<file path="config.mk">
export PLATFORM = sky130hd
export DESIGN_NAME = nvac_ctrl
export DESIGN_NICKNAME = d
export VERILOG_FILES = /design/src/nvac_pkg.sv /design/src/nvac_ctrl.sv
export SDC_FILE = /design/constraint.sdc
export NUM_CORES = 1
export LEC_CHECK = 0
export ABC_AREA = 1
export BUFFER_PORTS_ARGS = -buffer_cell sky130_fd_sc_hd__buf_4
export CAP_MARGIN = 20
export CORE_ASPECT_RATIO = 0.75
export CORE_MARGIN = 2
export CORE_UTILIZATION = 40
export DETAILED_ROUTE_END_ITERATION = 10
export SETUP_SLACK_MARGIN = 0.5
export SLEW_MARGIN = 30
export SYNTH_ARGS = -nofsm -noshare
export SYNTH_HDL_FRONTEND = slang
export SYNTH_SLANG_ARGS = --single-unit
</file>
<file path="constraint.sdc">
create_clock -name clk -period 6.85 [get_ports clk]
set_clock_uncertainty 0.1 [all_clocks]
set_input_delay 1.0275 -clock clk [delete_from_list [all_inputs] [get_ports clk]]
set_output_delay 1.0275 -clock clk [all_outputs]
set_load 0.02 [all_outputs]
</file>
<file path="src/nvac_pkg.sv">
/*
  nvac_pkg: constants for the data eeprom access controller.
  assumes a cpu special-function bus with byte-wide registers.
*/
package nvac_pkg;
  // sfr addresses of the cpu-side register window
  localparam logic [7:0] ADDR_NV_ADDRESS   = 8'h00;
  localparam logic [7:0] ADDR_NV_DATA      = 8'h01;
  localparam logic [7:0] ADDR_PTR_LOW      = 8'h02;
  localparam logic [7:0] ADDR_PTR_HIGH     = 8'h03;
  localparam logic [7:0] ADDR_INDIRECT     = 8'h04;
  localparam logic [7:0] ADDR_IRQ_CTRL     = 8'h05;
  // control register location behind the pointer
  localparam logic [7:0] CTRL_PTR_LOW      = 8'h40;
  localparam logic [7:0] CTRL_PTR_HIGH     = 8'h01;
  // control register field positions
  localparam int         BIT_WRITE_ENABLE  = 3;
  localparam int         BIT_WRITE_START   = 2;
  localparam int         BIT_READ_ENABLE   = 1;
  localparam int         BIT_READ_START    = 0;
  // irq control register field positions
  localparam int         BIT_IRQ_FLAG      = 0;
  localparam int         BIT_IRQ_ENABLE    = 1;
  localparam int         BIT_MF_FLAG       = 2;
  localparam int         BIT_MF_ENABLE     = 3;
  localparam int         BIT_GLOBAL_ENABLE = 4;
  // reset values
  localparam logic [7:0] RST_BYTE          = 8'h00;
  // timing
  localparam int         READ_CYCLES       = 2;
  localparam int         WRITE_TIME_US     = 2000;
  localparam int         CLK_MHZ           = 40;
  localparam int         WRITE_CYCLES      = WRITE_TIME_US * CLK_MHZ;
  // write timer tick divider, stands in for the asynchronous timer
  localparam int         TICK_DIV          = 40;
endpackage : nvac_pkg

</file>
<file path="src/nvac_ctrl.sv">
/*
  nvac_ctrl: data eeprom access controller with a 32x8 storage array.
  assumes a cpu sfr port: address, write data, write and read strobes,
  read data one cycle after the read strobe; the cpu never waits.
*/
// The register offsets and the strobed register port are this design's own decisions.
// Operation
// - read starts only if read enable set; reads at nv_address_reg.
// - read end clears read start bit and loads nv_data_reg.
// - nv_data_reg holds until next read or write.
// - write start without write enable has no effect.
// - write length set by a timer independent of cpu clock; here a count of WRITE_CYCLES clk cycles, ended on a clk-divided tick.
// - write end clears write start bit.
// - write enable cleared at power-on.
// - pointer high resets to zero; control register needs sector 1.
// - write end sets irq flag and multi-function flag.
// - irq asserted only with all enables set and stack not full.
// - service clears only multi-function flag; irq flag stays.
// - control bits: write enable 3, write start 2, read enable 1, start 0.
// - array is 32 bytes of 8 bits, 5-bit address.
`timescale 1ns/1ps
`default_nettype none
module nvac_ctrl #(
  parameter int WRITE_CYCLES = nvac_pkg::WRITE_CYCLES,
  parameter int DEPTH        = 32,
  parameter int AW           = 5
) (
  input  wire  logic       clk,
  input  wire  logic       rstn,
  input  wire  logic [7:0] addr,
  input  wire  logic [7:0] wdata,
  input  wire  logic       wr_stb,
  input  wire  logic       rd_stb,
  input  wire  logic       stack_full,
  input  wire  logic       irq_ack,
  output var   logic [7:0] rdata,
  output var   logic       irq_req,
  output var   logic       busy
);

  ////////////////////////////////////////////////////////////////////////
  // registers

  typedef enum logic [1:0] {IDLE, READING, WRITING} nvac_state_e;
  nvac_state_e   state;
  logic [AW-1:0] nv_address_reg;
  logic [7:0]    nv_data_reg;
  logic [7:0]    pointer_low_byte;
  logic [7:0]    pointer_high_byte;
  logic          write_enable_bit;
  logic          write_start_bit;
  logic          read_enable_bit;
  logic          read_start_bit;
  logic          nv_irq_flag;
  logic          nv_irq_enable;
  logic          mf_irq_flag;
  logic          mf_irq_enable;
  logic          global_irq_enable;
  logic [31:0]   count;
  logic [7:0]    mem [DEPTH];

  logic ctrl_sel;
  logic ctrl_wr;
  logic rd_go;
  logic wr_go;
  logic rd_done;
  logic wr_done;
  logic [7:0] ctrl_value;
  logic [7:0] irq_value;
  logic [7:0] next_rdata;
  logic       irq_wr;
  logic       write_tick;

  // width of the write timer divider
  localparam int TICK_W = $clog2(nvac_pkg::TICK_DIV);
  logic [TICK_W-1:0] tick_count;

  // control only visible when pointer selects sector 1, offset 40h
  // sector gating
  assign ctrl_sel = (pointer_low_byte == nvac_pkg::CTRL_PTR_LOW) &&
                    (pointer_high_byte == nvac_pkg::CTRL_PTR_HIGH);
  assign ctrl_wr  = wr_stb && (addr == nvac_pkg::ADDR_INDIRECT) && ctrl_sel;

  assign rd_go = ctrl_wr && (state == IDLE) && read_enable_bit &&
                 wdata[nvac_pkg::BIT_READ_START];
  // write start needs prior write enable
  assign wr_go = ctrl_wr && (state == IDLE) && write_enable_bit &&
                 wdata[nvac_pkg::BIT_WRITE_START] && !rd_go;

  assign rd_done = (state == READING) &&
                   (count == 32'(nvac_pkg::READ_CYCLES - 1));
  // write ends on timer tick
  // the tick runs free of the write, so the length varies by up to one tick
  assign wr_done = (state == WRITING) && write_tick &&
                   (count >= 32'(WRITE_CYCLES - 1));
  assign irq_wr  = wr_stb && (addr == nvac_pkg::ADDR_IRQ_CTRL);

  ////////////////////////////////////////////////////////////////////////
  // sfr writes

  always_ff @(posedge clk or negedge rstn) begin
    if (!rstn) begin
      nv_address_reg    <= '0;
      pointer_low_byte  <= nvac_pkg::RST_BYTE;
      pointer_high_byte <= nvac_pkg::RST_BYTE;
    end else if (wr_stb) begin
      if (addr == nvac_pkg::ADDR_NV_ADDRESS) begin
        nv_address_reg <= wdata[AW-1:0];
      end else if (addr == nvac_pkg::ADDR_PTR_LOW) begin
        pointer_low_byte <= wdata;
      end else if (addr == nvac_pkg::ADDR_PTR_HIGH) begin
        pointer_high_byte <= wdata;
      end
    end
  end

  // data changes only on cpu write or read completion
  // fetched byte loads at read end
  always_ff @(posedge clk or negedge rstn) begin
    if (!rstn) begin
      nv_data_reg <= nvac_pkg::RST_BYTE;
    end else if (rd_done) begin
      nv_data_reg <= mem[nv_address_reg];
    end else if (wr_stb && addr == nvac_pkg::ADDR_NV_DATA &&
                 state != WRITING) begin
      nv_data_reg <= wdata;
    end
  end

  ////////////////////////////////////////////////////////////////////////
  // control register

  always_ff @(posedge clk or negedge rstn) begin
    if (!rstn) begin
      write_enable_bit <= 1'b0;
      read_enable_bit  <= 1'b0;
    end else if (ctrl_wr) begin
      write_enable_bit <= wdata[nvac_pkg::BIT_WRITE_ENABLE];
      read_enable_bit  <= wdata[nvac_pkg::BIT_READ_ENABLE];
    end
  end

  always_ff @(posedge clk or negedge rstn) begin
    if (!rstn) begin
      read_start_bit <= 1'b0;
    end else if (rd_go) begin
      read_start_bit <= 1'b1;
    end else if (rd_done) begin
      read_start_bit <= 1'b0;
    end
  end

  always_ff @(posedge clk or negedge rstn) begin
    if (!rstn) begin
      write_start_bit <= 1'b0;
    end else if (wr_go) begin
      write_start_bit <= 1'b1;
    end else if (wr_done) begin
      write_start_bit <= 1'b0;
    end
  end

  ////////////////////////////////////////////////////////////////////////
  // write timer

  // free-running enable pulse; stands in for a timer that is not tied to
  // the cpu clock, so software must poll rather than count cycles
  // write timer tick
  always_ff @(posedge clk or negedge rstn) begin
    if (!rstn) begin
      tick_count <= '0;
    end else if (write_tick) begin
      tick_count <= '0;
    end else begin
      tick_count <= tick_count + TICK_W'(1);
    end
  end

  assign write_tick = (tick_count == TICK_W'(nvac_pkg::TICK_DIV - 1));

  ////////////////////////////////////////////////////////////////////////
  // cycle sequencer and storage

  always_ff @(posedge clk or negedge rstn) begin
    if (!rstn) begin
      state <= IDLE;
      count <= '0;
    end else begin
      case (state)
        IDLE: begin
          count <= '0;
          if (rd_go) begin
            state <= READING;
          end else if (wr_go) begin
            state <= WRITING;
          end
        end
        READING: begin
          count <= count + 32'd1;
          if (rd_done) begin
            state <= IDLE;
          end
        end
        WRITING: begin
          count <= count + 32'd1;
          if (wr_done) begin
            state <= IDLE;
          end
        end
        default: state <= IDLE;
      endcase
    end
  end

  // 32x8 array, commit at write end
  always_ff @(posedge clk) begin
    if (wr_done) begin
      mem[nv_address_reg] <= nv_data_reg;
    end
  end

  ////////////////////////////////////////////////////////////////////////
  // interrupt flags

  // write end sets flag
  // set wins over a software clear in the same cycle, so no end is lost
  always_ff @(posedge clk or negedge rstn) begin
    if (!rstn) begin
      nv_irq_flag <= 1'b0;
    end else if (wr_done) begin
      nv_irq_flag <= 1'b1;
    end else if (irq_wr) begin
      nv_irq_flag <= wdata[nvac_pkg::BIT_IRQ_FLAG];
    end
  end

  always_ff @(posedge clk or negedge rstn) begin
    if (!rstn) begin
      mf_irq_flag <= 1'b0;
    end else if (wr_done) begin
      mf_irq_flag <= 1'b1;
    end else if (irq_wr) begin
      mf_irq_flag <= wdata[nvac_pkg::BIT_MF_FLAG];
    end else if (irq_ack) begin
      mf_irq_flag <= 1'b0;
    end
  end

  // interrupt enables, software only
  always_ff @(posedge clk or negedge rstn) begin
    if (!rstn) begin
      nv_irq_enable     <= 1'b0;
      mf_irq_enable     <= 1'b0;
      global_irq_enable <= 1'b0;
    end else if (irq_wr) begin
      nv_irq_enable     <= wdata[nvac_pkg::BIT_IRQ_ENABLE];
      mf_irq_enable     <= wdata[nvac_pkg::BIT_MF_ENABLE];
      global_irq_enable <= wdata[nvac_pkg::BIT_GLOBAL_ENABLE];
    end
  end

  always_ff @(posedge clk or negedge rstn) begin
    if (!rstn) begin
      irq_req <= 1'b0;
    end else begin
      irq_req <= nv_irq_flag && nv_irq_enable && mf_irq_flag &&
                 mf_irq_enable && global_irq_enable && !stack_full;
    end
  end

  always_ff @(posedge clk or negedge rstn) begin
    if (!rstn) begin
      busy <= 1'b0;
    end else begin
      busy <= (state != IDLE) || rd_go || wr_go;
    end
  end

  ////////////////////////////////////////////////////////////////////////
  // read port

  assign ctrl_value = {4'h0, write_enable_bit, write_start_bit,
                       read_enable_bit, read_start_bit};
  assign irq_value  = {3'h0, global_irq_enable, mf_irq_enable, mf_irq_flag,
                       nv_irq_enable, nv_irq_flag};

  always_comb begin
    next_rdata = 8'h00;
    if (addr == nvac_pkg::ADDR_NV_ADDRESS) begin
      next_rdata = {{(8-AW){1'b0}}, nv_address_reg};
    end else if (addr == nvac_pkg::ADDR_NV_DATA) begin
      next_rdata = nv_data_reg;
    end else if (addr == nvac_pkg::ADDR_PTR_LOW) begin
      next_rdata = pointer_low_byte;
    end else if (addr == nvac_pkg::ADDR_PTR_HIGH) begin
      next_rdata = pointer_high_byte;
    end else if (addr == nvac_pkg::ADDR_INDIRECT && ctrl_sel) begin
      next_rdata = ctrl_value;
    end else if (addr == nvac_pkg::ADDR_IRQ_CTRL) begin
      next_rdata = irq_value;
    end
  end

  // unmapped or unselected reads give zero
  always_ff @(posedge clk or negedge rstn) begin
    if (!rstn) begin
      rdata <= 8'h00;
    end else if (rd_stb) begin
      rdata <= next_rdata;
    end else begin
      rdata <= 8'h00;
    end
  end

endmodule // nvac_ctrl
`default_nettype wire

</file>
**After elaboration in Yosys (flattened, before gate mapping)**

Memory sizes are Yosys's and may differ from the RTL's.
Cells that the tools add are included.

- $add $sub $neg: 2
- Eq/ne operators: 15
- Reduce and logical (&&, ||, !) cells: 39
- Multiplexer cells: 27
- Bitwise gates (word level): 2
- Order comparisons: 1

Operator list:

| kind | count |
|---|---|
| $pmux W32 S2 | 1 |
| $mux W8 | 7 |
| $add A32 B1 Y32 const B | 1 |
| $eq A32 B1 Y1 const B | 1 |
| $ge A32 B17 Y1 const B | 1 |
| $logic_and A1 B1 Y1 | 21 |
| $eq A8 B1 Y1 const B | 2 |
| $eq A8 B2 Y1 const B | 2 |
| $eq A8 B3 Y1 const B | 2 |
| $reduce_bool A2 Y1 | 6 |
| $mux W1 | 11 |
| $mux W5 | 2 |
| $eq A8 B7 Y1 const B | 1 |
| $logic_not A8 Y1 | 1 |
| $mux W2 | 4 |
| $add A6 B1 Y6 const B | 1 |
| $eq A6 B6 Y1 const B | 1 |
| $mux W6 | 1 |
| $ne A2 B2 Y1 const B | 3 |
| $pmux W2 S3 | 1 |
| $reduce_and A3 Y1 | 2 |
| $reduce_and A4 Y1 | 1 |
| $ne A3 B3 Y1 const B | 1 |
| $reduce_bool A3 Y1 | 1 |
| 8 further kinds | 11 |

- Memories kept: 1
- Bits of input ports: 22
- RAM bits: 256
- Word-level logic and storage cells: 106
- Register bits after elaboration: 88
- Output and inout bits: 10

Memories:

| memory | depth | width | rd ports | clocked after Yosys merged registers in | wr ports | RTL line | text |
|---|---|---|---|---|---|---|---|
| mem | 32 | 8 | 1 | 0 | 1 | nvac_ctrl.sv:60 | `logic [7:0] mem [DEPTH];` |

**Longest topological paths before layout**

- Depth after elaboration: 11
- Gate-level depth with buffers: 14
- Mapped depth without buffers: 14

**Worst setup path before layout**

Ideal clock, no wire load.

- Kind: input port to flip-flop
- Start point: in addr[7]
- End point: reg pointer_low_byte[5]
- Library setup time: 126 ps
- Data arrival time: 2017 ps
- Slack: 4607 ps
- Path buffers: 1
- Stages on the path: 9
- Required time: 6624 ps
- Path through: nor2_1 > nand2_1 > nor2_4 > nand2_4 > nor2_4 > nand2_1 > buf_6 > nand2_1 > o21ai_0

- Longest elaborated chain between the ends: 3
- Elaborated cells on any way between the ends: 4
- Classes of those cells: eq/ne (1); bitwise (1); reduce/logical (2)

Ends and longest elaborated chain:

| item | RTL line | text |
|---|---|---|
| from (decl) | nvac_ctrl.sv:30 | `input wire logic [7:0] addr,` |
| $logic_not A8 Y1 | nvac_ctrl.sv:107 | `if (addr == nvac_pkg::ADDR_NV_ADDRESS) begin` |
| $not A1 Y1 (no line) | - |  |
| $reduce_and A3 Y1 (no line) * | - |  |
| to (signal assigned) | nvac_ctrl.sv:104 | `pointer_low_byte <= nvac_pkg::RST_BYTE;` |
| to (signal assigned) | nvac_ctrl.sv:110 | `pointer_low_byte <= wdata;` |
| to (decl) | nvac_ctrl.sv:48 | `logic [7:0] pointer_low_byte;` |

Every way passes the cells marked *; elsewhere a longest branch is shown, timed or not.
A chain may end at the register's enable or synchronous reset.

**Worst setup path in the final report**

- Start point: reg nv_address_reg[0]
- End point: mem mem[5][4], enable pin

RTL lines:

| item | RTL line | text |
|---|---|---|
| from (decl) | nvac_ctrl.sv:46 | `logic [AW-1:0] nv_address_reg;` |
| from (signal assigned) | nvac_ctrl.sv:108 | `nv_address_reg <= wdata[AW-1:0];` |
| to (decl) | nvac_ctrl.sv:60 |  |

No word-level cell before the write port.

==> metrics.cfg <==
[sta]
period_needed_ps = 2960
finalCritPeriodShare_pct = 43.2
fmax_ghz = 0.338
setup_tns_ps = 0
tightest_slew_ps = 875
rsz0062_at_grt = false
setup_viol = 0
max-slew-margin-rel_pct = 41.4
finalMaxSlewViolations = 0
hold_violations = 0

[global_route]
overflow = 0
antenna_found_initial = 0
grt_pass1_vias = 9131
grt_max_degree = 77
grt_pass1_wl_mm = 52.8
grt_use_total_pct = 18.2

[clock_tree]
cts_tree = yes
cts.sinks = 344
hold_buffers = 0
clkLatencyLatePin_ps = 530
clk_pin_slew_ps = 60
cts_resized = 0
cts_setup_buffers = 0
cts_buffer_depth = 3
cts_made_buffers = 36
ctsHtreeMaxLevel = 2
cts_root_buf = clkbuf_16

[synth]
yosysTopAreaCellShare_pct = 53.1
yosys_register_bits = 344
avgSynthCellArea_sq_um = 11.6
ys_types = 43
synth_ff_type = edfxtp_1
async_reset_ff_share_pct = 25.6
yosysMostFrequentCell = nand2_1
synth_edf_count = 256
ys_seq_area_share_pct = 68.3
synth_commonest_cells = nand2_1, edfxtp_1, a22oi_1
synthCells = 1251
synth_warnings = 0
synth_area_sq_um = 14500
netlist.top_cell.by_area = edfxtp_1
synthTopCellsByArea = edfxtp_1, dfrtp_1, nand2_1, a22oi_1, nor2_1
synth_nets = 1280

[critical_path]
worstPathMaxFanout = 65
rr_endpoint = mem[5][4]
critical_path.endpoint_type = register
reg2reg_slack_ps = 3890
cp.required_ps = 6900
rr_startpoint = nv_address_reg[0]
start_kind = register
reg2regPathDepth = 5
path_class = register to register
critPathArrivalTime_ps = 3010

[pwr]
powerDensity_nw_per_um2 = 267
power.leakage_nw = 6.04
ir_drop_uv = 132

[final_layout]
biggestRegsByFlops = mem (256), count (32)
largest_reg_flops = 256
drive_gt1_share_pct = 9.84
fin_nets = 1325
areaGrowthSynthToFinish_pct = 12.3
fin_area_sq_um = 16300
regMostFlops = mem
diodes = 0

[drt]
vias = 9490
wirelength_mm = 33.9
drc_errors = 0
ant_nets = 0
wl_per_cell_um = 19.0
vias_per_cell = 5.31
dr.pass1.iters = 5
drt_iter0_drc = 940

[placement]
placed_area_sq_um = 15100
dp_hpwl_mm = 21.9
gp_congestion = 0.887
port-buffer-count = 31

[run]
cap_violations = 0

[floorplan]
dieWidth_um = 224
dieArea_sq_um = 37800
io_pins = 32
fp.coreArea_sq_um = 35700
start_util_pct = 40.5
rows = 60
die_h_um = 169

[min_path]
hp-class = primary input to asynchronous set/reset pin

[status]
outcome = complete, no violations

per-stage QoR:
step	setup slack (ps)	instances	hold WS (ps)	total power [mW]	util, %
final	3890	1786	242	4.35	45.5
after global routing	3720	1786	236	4.49	45.5
after CTS	3880	1786	226	4.38	45.5
after detailed placement	3890	1723	356	2.48	42.3
after global placement	3950	1723	355	2.48	42.3
after floorplan	4610	1251	328	2.41	-
where the power goes:
group          internal (mW)  total (mW)  switching (mW)
combinational         0.0496       0.173           0.123
sequential              2.25        2.27          0.0187
clock                   1.13        1.90           0.778
total                   3.42        4.35           0.920
metal layers:
metal | part of all wire [%] | wire, um | global-route usage (%) | vias up
met3 | 6.5 | 2210 | 3.02 | 44
met4 | 1.7 | 584 | 5.01 | 0
met1 | 50 | 17000 | 28.9 | 4619
met2 | 42 | 14100 | 25.5 | 299
li1 | - | - | - | 4528
met5 | 0 | 0 | 0 | -
worst max-delay path by stage:
stage | from | endpoint | slack [ps] | depth (start not counted)
6_report | nv_address_reg[0] | mem[5][4] | 3890 | 5
2_1_floorplan | addr[7] | pointer_low_byte[5] | 4610 | 9
4_1_cts | nv_address_reg[0] | mem[25][3] | 3880 | 5
3_5_place_dp | nv_address_reg[0] | mem[25][0] | 3890 | 5
3_3_place_gp | nv_address_reg[0] | mem[25][0] | 3950 | 5
5_1_grt | count[0] | mem[3][7] | 3720 | 13
cell families after synthesis:
group / count (synthesis) / synth area share [%]
and+or+nand+nor: 532 / 15.8
DFF: 344 / 68.3
AOI/OAI and AO/OA: 244 / 11.0
buffers and inverters: 122 / 4.16
adders and majority gates: 7 / 0.605
xor gates and xnor gates: 2 / 0.121
worst max-delay path, cell delays in order, from the launching register on:
cell and delay [ps]:
dfrtp_1 520, inv_1 120, nor2_4 90, buf_4 600
inv_1 450, nor2_1 690
cell type report:
cell class              instances  area (sq um)
fillers                      3258         19500
flip-flops and latches        344          9890
multi-input cells             785          4000
clock buffers                  48           987
well taps                     465           582
repair buffers                 43           327
inverters                      86           325
clock inverters                15           154
cells in the final DEF, fill, tap and decap left out, drive strengths merged, types with 41 or more instances in the layout:
cell type,count
edfxtp,256
o21ai,59
inv,86
clkbuf,48
nor2,126
nand2,321
buf,43
dfrtp,88
nand3,41
a22oi,129
No activity file was read; power rests on OpenSTA's default activity.
